### src/logic/emb_defines.vh
`ifndef EMB_DEFINES_VH
`define EMB_DEFINES_VH

// Oscillator periods per strobe slot and per machine cycle
`define EMB_SLOT_PERIODS 3'h6
`define EMB_CYCLE_PERIODS 4'hc
// Half period of the system clock output in oscillator periods
`define EMB_SYSTEM_CLOCK_OUTPUT_HALF 3'h6
// Program counter limit of internal program memory
`define EMB_INT_ROM_LIMIT 16'h2000
// Phase counter width and the phases inside one slot
`define EMB_PH_W 3
`define EMB_PH_ALE_HI 3'h0
`define EMB_PH_ALE_LO 3'h2
`define EMB_PH_STB_LO 3'h3
`define EMB_PH_LAST 3'h5
// Bus states
`define EMB_ST_IDLE 2'h0
`define EMB_ST_FETCH 2'h1
`define EMB_ST_DATA 2'h2

`endif

### src/logic/emb_bus.v
`timescale 1ns/100ps
`include "emb_defines.vh"

// Function
// RULE1: Address latch strobe pulses every six oscillator periods, skipped in data accesses.
// RULE2: External latch captures low address on the address latch strobe.
// RULE3: Program store strobe asserted every six periods during external fetch.
// RULE4: Program store strobe stays high while executing from internal memory.
// RULE5: Select high: internal fetch below 8192, external at or above.
// RULE6: Select low: every fetch goes to external program memory.
// RULE7: High address byte driven on upper port during external access.
// RULE8: Lower port carries low address first, then data byte.
// RULE9: System clock output is oscillator divided by 12 when enabled.
// RULE10: External data memory stores lower port byte on write strobe.
// RULE11: External data memory drives lower port only during read strobe.
// RULE12: Low address held through latch strobe fall before switching.
module emb_bus #(
  parameter ADDR_W = 16
) (
  // Clock (one tick = one oscillator period) and reset
  input wire i_mclk,
  input wire i_resetn,
  // Core requests
  input wire [ADDR_W-1:0] i_pc,
  input wire i_data_req,
  input wire i_data_wr,
  input wire [ADDR_W-1:0] i_data_addr,
  input wire [7:0] i_data_wdata,
  input wire i_system_clock_output_en,
  // Pins
  input wire i_external_access_select,
  input wire [7:0] i_low_address_data_port,
  output reg [7:0] o_low_address_data_port,
  output reg o_low_address_data_port_oe,
  output reg [7:0] o_high_address_port,
  output reg o_ale,
  output reg o_program_store_strobe_n,
  output reg o_rd_n,
  output reg o_wr_n,
  output reg o_system_clock_output,
  // Results to core
  output reg [7:0] o_fetch_data,
  output reg o_fetch_valid,
  output reg o_ext_fetch,
  output reg [7:0] o_data_rdata,
  output reg o_data_done
);

  // Slot phase, bus state and data slot count
  reg [`EMB_PH_W-1:0] ph_reg;
  reg [1:0] st_reg;
  reg [1:0] st_next;
  reg [2:0] dslot_reg;
  // System clock divider
  reg [2:0] ck_reg;
  // Fetch source and presented address
  reg ext_sel;
  reg [ADDR_W-1:0] addr_sel;
  // Slot decode
  reg slot_end;
  reg data_cont;
  reg data_open;
  reg data_last;

  // Fetch source decision
  always @* begin
    ext_sel = !i_external_access_select ||                // [RULE6]
              (i_pc >= `EMB_INT_ROM_LIMIT);               // [RULE5]
    addr_sel = i_data_req ? i_data_addr : i_pc;
  end

  // Next bus state at slot boundary
  always @* begin
    st_next = st_reg;
    if (ph_reg == `EMB_PH_LAST) begin
      if (st_reg == `EMB_ST_DATA && dslot_reg != 3'h3) begin
        st_next = `EMB_ST_DATA;
      end else if (i_data_req && st_reg != `EMB_ST_DATA) begin
        st_next = `EMB_ST_DATA;
      end else if (ext_sel) begin
        st_next = `EMB_ST_FETCH;
      end else begin
        st_next = `EMB_ST_IDLE;
      end
    end
  end

  // Slot phase, state and data access length
  always @(posedge i_mclk or negedge i_resetn) begin
    if (!i_resetn) begin
      ph_reg <= `EMB_PH_ALE_HI;
      st_reg <= `EMB_ST_IDLE;
      dslot_reg <= 3'h0;
    end else begin
      ph_reg <= (ph_reg == `EMB_PH_LAST) ? `EMB_PH_ALE_HI : ph_reg + 3'h1;
      st_reg <= st_next;
      if (ph_reg == `EMB_PH_LAST) begin
        if (st_reg == `EMB_ST_DATA && st_next == `EMB_ST_DATA) begin
          dslot_reg <= dslot_reg + 3'h1;
        end else begin
          dslot_reg <= 3'h0;
        end
      end
    end
  end

  // Slot decode shared by the pin processes
  always @* begin
    slot_end = (ph_reg == `EMB_PH_LAST);
    data_cont = (st_reg == `EMB_ST_DATA) && (st_next == `EMB_ST_DATA);
    // Second data slot opens the strobe, fourth closes it
    data_open = (st_reg == `EMB_ST_DATA) && (dslot_reg == 3'h1);
    data_last = (st_reg == `EMB_ST_DATA) && (dslot_reg == 3'h3);
  end

  // Latch strobe: up at slot start, down three periods later
  always @(posedge i_mclk or negedge i_resetn) begin
    if (!i_resetn) begin
      o_ale <= 1'b0;
      o_high_address_port <= 8'h00;
    end else if (slot_end) begin
      // Continuing data slots skip the pulse
      o_ale <= !data_cont;                                // [RULE1]
      // High address only for slots that reach the bus
      if (!data_cont && st_next != `EMB_ST_IDLE) begin
        o_high_address_port <= addr_sel[15:8];            // [RULE7]
      end
    end else if (ph_reg == `EMB_PH_ALE_LO) begin
      o_ale <= 1'b0;                                      // [RULE12]
    end
  end

  // Lower port: address first, then write data or release
  always @(posedge i_mclk or negedge i_resetn) begin
    if (!i_resetn) begin
      o_low_address_data_port <= 8'h00;
      o_low_address_data_port_oe <= 1'b0;
    end else if (slot_end) begin
      if (!data_cont && st_next != `EMB_ST_IDLE) begin
        // New access: drive the low address byte
        o_low_address_data_port <= addr_sel[7:0];         // [RULE8]
        o_low_address_data_port_oe <= 1'b1;
      end else if (data_last) begin
        // Write data held past the strobe, then released
        o_low_address_data_port_oe <= 1'b0;
      end
    end else if (ph_reg == `EMB_PH_STB_LO) begin
      // Port switches only after the latch strobe fell
      if (st_reg == `EMB_ST_FETCH) begin
        o_low_address_data_port_oe <= 1'b0;               // [RULE12]
      end else if (st_reg == `EMB_ST_IDLE) begin
        // Internal execution leaves the port undriven
        o_low_address_data_port_oe <= 1'b0;
      end else if (data_open && i_data_wr) begin
        o_low_address_data_port <= i_data_wdata;          // [RULE8]
      end else if (data_open) begin
        o_low_address_data_port_oe <= 1'b0;               // [RULE12]
      end
    end
  end

  // Program store and data strobes
  always @(posedge i_mclk or negedge i_resetn) begin
    if (!i_resetn) begin
      o_program_store_strobe_n <= 1'b1;
      o_rd_n <= 1'b1;
      o_wr_n <= 1'b1;
    end else if (slot_end) begin
      // Fetch strobe ends with the slot
      o_program_store_strobe_n <= 1'b1;
    end else if (ph_reg == `EMB_PH_STB_LO) begin
      if (st_reg == `EMB_ST_FETCH) begin
        o_program_store_strobe_n <= 1'b0;                 // [RULE3]
      end else if (st_reg == `EMB_ST_IDLE) begin
        o_program_store_strobe_n <= 1'b1;                 // [RULE4]
      end else if (data_open) begin
        // One strobe of the two, by direction
        o_wr_n <= !i_data_wr;                             // [RULE10]
        o_rd_n <= i_data_wr;                              // [RULE11]
      end else if (data_last) begin
        // Strobes rise two periods before the port is released
        o_rd_n <= 1'b1;
        o_wr_n <= 1'b1;
      end
    end
  end

  // Results to the core
  always @(posedge i_mclk or negedge i_resetn) begin
    if (!i_resetn) begin
      o_fetch_data <= 8'h00;
      o_fetch_valid <= 1'b0;
      o_ext_fetch <= 1'b0;
      o_data_rdata <= 8'h00;
      o_data_done <= 1'b0;
    end else begin
      // Pulses last one period
      o_fetch_valid <= slot_end && (st_reg == `EMB_ST_FETCH);
      o_data_done <= slot_end && data_last;
      o_ext_fetch <= (st_reg == `EMB_ST_FETCH);
      // Fetched byte is taken while the fetch strobe is still low
      if (slot_end && st_reg == `EMB_ST_FETCH) begin
        o_fetch_data <= i_low_address_data_port;
      end
      // Read byte is taken while the read strobe is still low
      if (ph_reg == `EMB_PH_STB_LO && data_last) begin
        o_data_rdata <= i_low_address_data_port;          // [RULE11]
      end
    end
  end

  // System clock output, twelve oscillator periods per cycle
  always @(posedge i_mclk or negedge i_resetn) begin
    if (!i_resetn) begin
      ck_reg <= 3'h0;
      o_system_clock_output <= 1'b0;
    end else if (ck_reg == `EMB_SYSTEM_CLOCK_OUTPUT_HALF - 3'h1) begin
      // Disabled output parks low at its next toggle point
      ck_reg <= 3'h0;
      o_system_clock_output <= i_system_clock_output_en & ~o_system_clock_output; // [RULE9]
    end else begin
      ck_reg <= ck_reg + 3'h1;
    end
  end

endmodule

### config.mk
export PLATFORM = sky130hd
export DESIGN_NAME = emb_bus
export DESIGN_NICKNAME = d
export VERILOG_FILES = /design/src/logic/emb_bus.v
export VERILOG_INCLUDE_DIRS = /design/src /design/src/logic
export SDC_FILE = /design/constraint.sdc
export NUM_CORES = 1
export LEC_CHECK = 0
export BUFFER_PORTS_ARGS = -buffer_cell sky130_fd_sc_hd__buf_2
export CAP_MARGIN = 10
export CORE_AREA = 4 4 91 93
export CTS_CLUSTER_SIZE = 40
export DETAILED_ROUTE_END_ITERATION = 8
export DIE_AREA = 0 0 95 97
export PLACE_DENSITY = 0.59
export SYNTH_ARGS = -nofsm -noshare
export SYNTH_HDL_FRONTEND = slang
export SYNTH_SLANG_ARGS = --single-unit
export TNS_END_PERCENT = 10
### constraint.sdc
create_clock -name i_mclk -period 1.8 [get_ports i_mclk]
set_input_delay 0.18 -clock i_mclk [delete_from_list [all_inputs] [get_ports i_mclk]]
set_output_delay 0.18 -clock i_mclk [all_outputs]
set_load 0.005 [all_outputs]
==> flow_summary.ini, run 1 <==
[route]
drtPass1Iterations = 4
vias_per_cell = 4.65
wl_per_cell_um = 14.2
vias = 1935
route.detailed.drc = 0
initialDrtViolationCount = 84
ant_nets = 0
wl_um = 5920

[die]
die_x_um = 95
die_y_um = 97
start_util = 0.333
die_area_um2 = 9220
ios = 95
num_rows = 32
core-area_um2 = 7530

[timing]
finalHoldViolCount = 0
relSlewSlack = 0.803
max_freq_ghz = 0.601
timing.hold.ws_ns = 0.0837
finalSetupViolCount = 0
worst_slack_ns = 0.137
drv_slew = 0
finClkSkew_ns = 0.0134
period_needed_ns = 1.66
tightest_slew_ns = 0.295
rsz0062_at_grt = false
period_share = 0.924

[global_route]
grt_max_degree = 53
grt_usage = 0.133
grt_pass1_wl_um = 9720
globalRoute.totalOverflow = 0
grt_pass1_vias = 2024
grt_antenna_before_repair = 0

[cts]
cts_made_buffers = 5
cts_num_sinks = 52
cts_tree = done
cts_htree_levels = 2
cts_root_buf = clkbuf_8
clock_latency_ns = 0.31
clk_pin_slew_ns = 0.10
clock_path_buffers = 2
post_cts_resized = 0

[power]
peakVddDrop_v = 0.000461
total_power_mw = 3.41
power_density_nw_per_um2 = 1010
p_leak_nw = 1.61

[yosys]
post-synth-top-count-cell = dfrtp_1
synth_top_area_cell = dfrtp_1
synth_compound_area_frac = 0.150
yosys_most_used_dff = dfrtp_1
syn_inst = 200
ys_types = 39
synth.yosys.seq_area_share = 0.520
synth_area_um2 = 2510
synth_edf_count = 0
synth_xor_area_frac = 0
synth_top_family_by_area = multiplexers
synth_warnings = 0
ys_ff_latch = 52
synth.avg_cell_area_um2 = 12.5
syn-num-nets = 258
synth_mux_area_frac = 0.181
async_flop_share = 1.00
synth_fa_ha_area_frac = 0.0199
synth_top_area_share = 0.489
synthSimpleGateAreaFrac = 0.0862
ys_top_cells_by_area = dfrtp_1 49%, mux2_2 14%, o311ai_2 5.2%
synthTopCellsByCount = 49 x dfrtp_1, 31 x mux2_2, 17 x inv_1, 14 x nand2_1, 9 x mux2i_1

[worst_setup_path]
path_class = flop to flop
critPathArrivalTime_ns = 1.87
worstPathMaxFanout = 8
start_kind = flop
cp.required_ns = 2.01
endpoint_kind = flop

[finish]
multi_input_area_um2 = 1100
antenna_cells = 0
final_core_util = 0.447
seq_area_um2 = 1310
nFillCells = 755
fin_nets = 371
area_delta_synth_final_pct = 34.0
layout-drive-gt1-share = 0.561

[placed_design]
gp_congestion = 0.781
hpwl_um = 4350
pre_cts_ws_ns = -0.0590
port_buffers = 94

[flow_run]
drv_cap = 0

[worst_hold_path]
worstHoldPathType = input pin to flop

[outcome]
status = completed
==> placed cells by master (no fill, tap or decap), types with 3 or more instances in the layout <==
cell       n
buf_2     94
dfrtp_1   49
mux2_2    31
inv_1     17
buf_4     16
nand2_1   14
mux2i_1    9
o311ai_2   8
o21ai_0    5
a21oi_1    5
clkbuf_8   5
nor2_1     4
nand3_1    4
nand2b_1   4
a211o_1    4
a211o_2    4
ha_1       4
buf_12     4
nand3b_1   3
dfstp_2    3
==> final cells by class <==
| cell class | count | area share |
|---|---|---|
| multi-input cells | 122 | 0.326 |
| well taps | 102 | 0.0379 |
| inverters | 17 | 0.0190 |
| repair buffers | 115 | 0.202 |
| clock inverters | 3 | 0.00669 |
| clock buffers | 5 | 0.0205 |
| flip-flops and latches | 52 | 0.388 |
==> path summary, 6_finish.rpt <==
kind	start	to	slack, ns	cells after the start
worst max-delay path	dslot_reg[0]$_DFFE_PN0P_	o_data_rdata[0]$_DFFE_PN0P_	0.14	6
worst min-delay path	i_data_wdata[1]	o_low_address_data_port[1]$_DFFE_PN0P_	0.08	3
worst max register to register	dslot_reg[0]$_DFFE_PN0P_	o_data_rdata[0]$_DFFE_PN0P_	0.14	6
worst min register to register	o_program_store_strobe_n$_DFFE_PN1P_	o_program_store_strobe_n$_DFFE_PN1P_	0.50	2
max in group asynchronous	i_resetn	o_program_store_strobe_n$_DFFE_PN1P_	1.12	3
min in group asynchronous	i_resetn	o_data_rdata[3]$_DFFE_PN0P_	0.38	3
==> logic make-up after synthesis <==
| kind of cell | after synthesis |
|---|---|
| AO/OA/AOI/OAI | 39 |
| adder cells (fa/ha/maj) | 4 |
| buffers and inverters | 26 |
| flip-flops | 52 |
| multiplexers | 41 |
| AND/OR/NAND/NOR | 38 |
==> routing by layer <==
layer	global-route usage	part of all wire	vias up
met1	0.171	0.45	932
met2	0.216	0.47	55
li1	-	-	943
met4	0.0300	0.0064	0
met5	0	0	-
met3	0.0420	0.075	5
==> metrics by stage <==
step           setup TNS, ns  instance area (µm²)  cells
2_1_floorplan              0                 2510    200
3_3_place_gp               0                 3230    404
3_5_place_dp          -0.392                 3230    404
4_1_cts                    0                 3360    416
5_1_grt                    0                 3360    416
6_report                   0                 3360    416
==> report_power, final <==
group / leakage (nW) / internal, mW / switching (mW)
combinational: 0.933 / 0.605 / 0.475
sequential: 0.626 / 1.48 / 0.155
clock: 0.0485 / 0.280 / 0.419
total: 1.61 / 2.36 / 1.05
==> what timing repair did <==
action,4_1_cts,5_1_grt
endpoints found under the setup margin,7,0
hold endpoints to repair,49,0
setup buffers,3,0
hold buffers,1,0
==> worst max-delay path, stage by stage (launching register included) <==
cell	delay (ns)
dfrtp_1	0.40
ha_1	0.20
ha_1	0.20
buf_4	0.16
nand3_1	0.13
buf_12	0.14
mux2_2	0.33
No activity file was read; power rests on OpenSTA's default activity.
==> run 2: changes to the inputs <==
ABC_AREA = 1   (was unset)
CORE_AREA = 4 4 92 94   (was 4 4 91 93)
DIE_AREA = 0 0 96 98   (was 0 0 95 97)
PLACE_DENSITY = 0.58   (was 0.59)
==> run 2 against run 1 <==
Effect of this change:
- final area up 0.15%
- via count up 10%
- global-route usage down 0.52 points
- critical path depth up 5
- synthesized area up 0.30%
- sequential cell count unchanged
- worst setup slack worse by 0.060 ns
- combinational power up 21%
- synthesized cell count up 39%
- die area up 2.1%
- critical path type unchanged
- critical endpoint is now o_high_address_port[0]$_DFFE_PN0P_
- largest cell class unchanged
- largest power group unchanged
==> flow_summary.ini, run 2 <==
[worst_setup_path]
path_cells = ha_2, ha_4, inv_4, nand3_2, nand3_2, nand3_2, nand2_2, nand2_4, buf_12, nand2_1, o21ai_2
crit_buf_inv = 2
worstPathMaxFanout = 10
critPathArrivalTime_ns = 1.91
cp.required_ns = 1.99
critPathSlowestCell = dfrtp_1
endpoint_kind = flop
slowest_delay_ns = 0.39
path_class = flop to flop
critical_path.top_delay_family = simple AND/OR/NAND/NOR gates
cpMostUsedCell = nand3_2
start_kind = flop

[yosys]
syn_inst = 277
ys_top_cells_by_area = dfrtp_1 49%, nand2_1 9.7%, nand3_1 4.2%
synthTopCellsByCount = 65 x nand2_1, 49 x dfrtp_1, 26 x inv_1, 21 x nand3_1, 18 x nor2_1
synth.yosys.seq_area_share = 0.518
ys_ff_latch = 52
synth_edf_count = 0
synth_top_area_share = 0.487
syn-num-nets = 335
synth_area_um2 = 2520
synth_top_area_cell = dfrtp_1
post-synth-top-count-cell = nand2_1
async_flop_share = 1.00
yosys_most_used_dff = dfrtp_1
synth_warnings = 0
synth.avg_cell_area_um2 = 9.09
ys_types = 32

[route]
vias_per_cell = 4.40
drtPass1Iterations = 5
route.detailed.drc = 0
ant_nets = 0
wl_per_cell_um = 12.0
wl_um = 5830
initialDrtViolationCount = 39
vias = 2135

[die]
core-area_um2 = 7650
die_y_um = 98
die_x_um = 96
ios = 95
num_rows = 32
start_util = 0.329
die_area_um2 = 9410

[timing]
worst_slack_ns = 0.0775
drv_slew = 0
finClkSkew_ns = 0.0119
period_share = 0.957
relSlewSlack = 0.752
finalHoldViolCount = 0
tightest_slew_ns = 0.372
max_freq_ghz = 0.581
finalSetupViolCount = 0
period_needed_ns = 1.72

[global_route]
met2_usage = 0.215
grt_max_degree = 24
grt_pass1_vias = 2068
grtUsageMet1 = 0.160
grt-busiest-layer = met2
globalRoute.totalOverflow = 0
grt_antenna_before_repair = 0
grt_usage = 0.127
use_met3 = 0.0393
grt_pass1_wl_um = 9620

[outcome]
status = completed

[power]
peakVddDrop_v = 0.000355
p_leak_nw = 1.75
total_power_mw = 3.87
power_density_nw_per_um2 = 1150

[cts]
cts_made_buffers = 5
cts_tree = done
clock_path_buffers = 2
cts_root_buf = clkbuf_8
cts_num_sinks = 52
clk_pin_slew_ns = 0.09
clock_latency_ns = 0.30
cts_htree_levels = 2

[finish]
layout-drive-gt1-share = 0.405
area_delta_synth_final_pct = 33.8
layout_common_cells = 94 x buf_2, 64 x nand2_1, 49 x dfrtp_1
antenna_cells = 0
fin_nets = 440
layout_commonest_cell = buf_2

[placed_design]
hpwl_um = 4550
gp_congestion = 0.820
port_buffers = 94
pre_cts_ws_ns = 0.00493

[worst_hold_path]
worstHoldPathType = input pin to flop

[flow_run]
drv_cap = 0
-- run 2: through the flow --
step	utilization	TNS (ns)	std cells	cell area, µm²	hold WS (ns)
after floorplan	-	0	277	2520	-0.116
after global placement	0.414	0	475	3160	0.111
after detailed placement	0.414	0	475	3160	0.124
after CTS	0.430	0	484	3290	0.105
after global routing	0.441	-0.182	485	3370	0.110
final	0.441	0	485	3370	0.117
-- run 2: where the power goes --
part,internal [mW],switching (mW)
combinational,0.645,0.669
clock,0.413,0.359
sequential,1.56,0.224
-- run 2: final cells by class --
| class | count | area [µm²] |
|---|---|---|
| clock inverter | 2 | 35.0 |
| tap | 102 | 128 |
| sequential | 52 | 1310 |
| clock buffer | 6 | 72.6 |
| timing repair buffer | 109 | 632 |
| fill | 771 | 4280 |
| inverter | 29 | 111 |
| multi-input combinational | 185 | 1090 |
-- run 2: cell families after synthesis --
kind of cell             count (synthesis)  share of synthesized area
AND/OR/NAND/NOR                        124                      0.236
flip-flops                              52                      0.518
AO/OA/AOI/OAI                           50                      0.125
buffers and inverters                   40                     0.0726
multiplexers                             7                     0.0278
adder cells (fa/ha/maj)                  4                     0.0199
-- run 2: tightest hold or removal path: cells and delay by family --
family | cells | cell delay (ns)
AO/OA/AOI/OAI | 1 | 0.05
buffers and inverters | 2 | 0.14
-- run 2: worst paths after layout --
path	start	cells after the start	end	slack [ns]
setup / recovery	dslot_reg[1]$_DFFE_PN0P_	11	o_high_address_port[0]$_DFFE_PN0P_	0.08
hold reg to reg	ck_reg[0]$_DFF_PN0_	1	ck_reg[0]$_DFF_PN0_	0.46
hold / removal	i_low_address_data_port[7]	3	o_fetch_data[7]$_DFFE_PN0P_	0.12
max in group asynchronous	i_resetn	3	o_system_clock_output$_DFFE_PN0P_	0.85
min in group asynchronous	i_resetn	2	o_low_address_data_port[4]$_DFFE_PN0P_	0.32
setup reg to reg	dslot_reg[1]$_DFFE_PN0P_	11	o_high_address_port[0]$_DFFE_PN0P_	0.08
-- run 2: what timing repair did --
item,4_1_cts,5_1_grt
gates resized for setup,1,13
gates cloned,0,1
pin swaps,0,6
setup buffers,0,0
hold buffers,1,0
hold endpoints to repair,13,0
endpoints found under the setup margin,3,17
-- run 2: per-layer routing --
| layer | up-vias | routed length [µm] |
|---|---|---|
| met4 | 0 | 41 |
| met3 | 5 | 433 |
| met1 | 962 | 2550 |
| li1 | 1104 | - |
| met5 | - | 0 |
| met2 | 64 | 2800 |
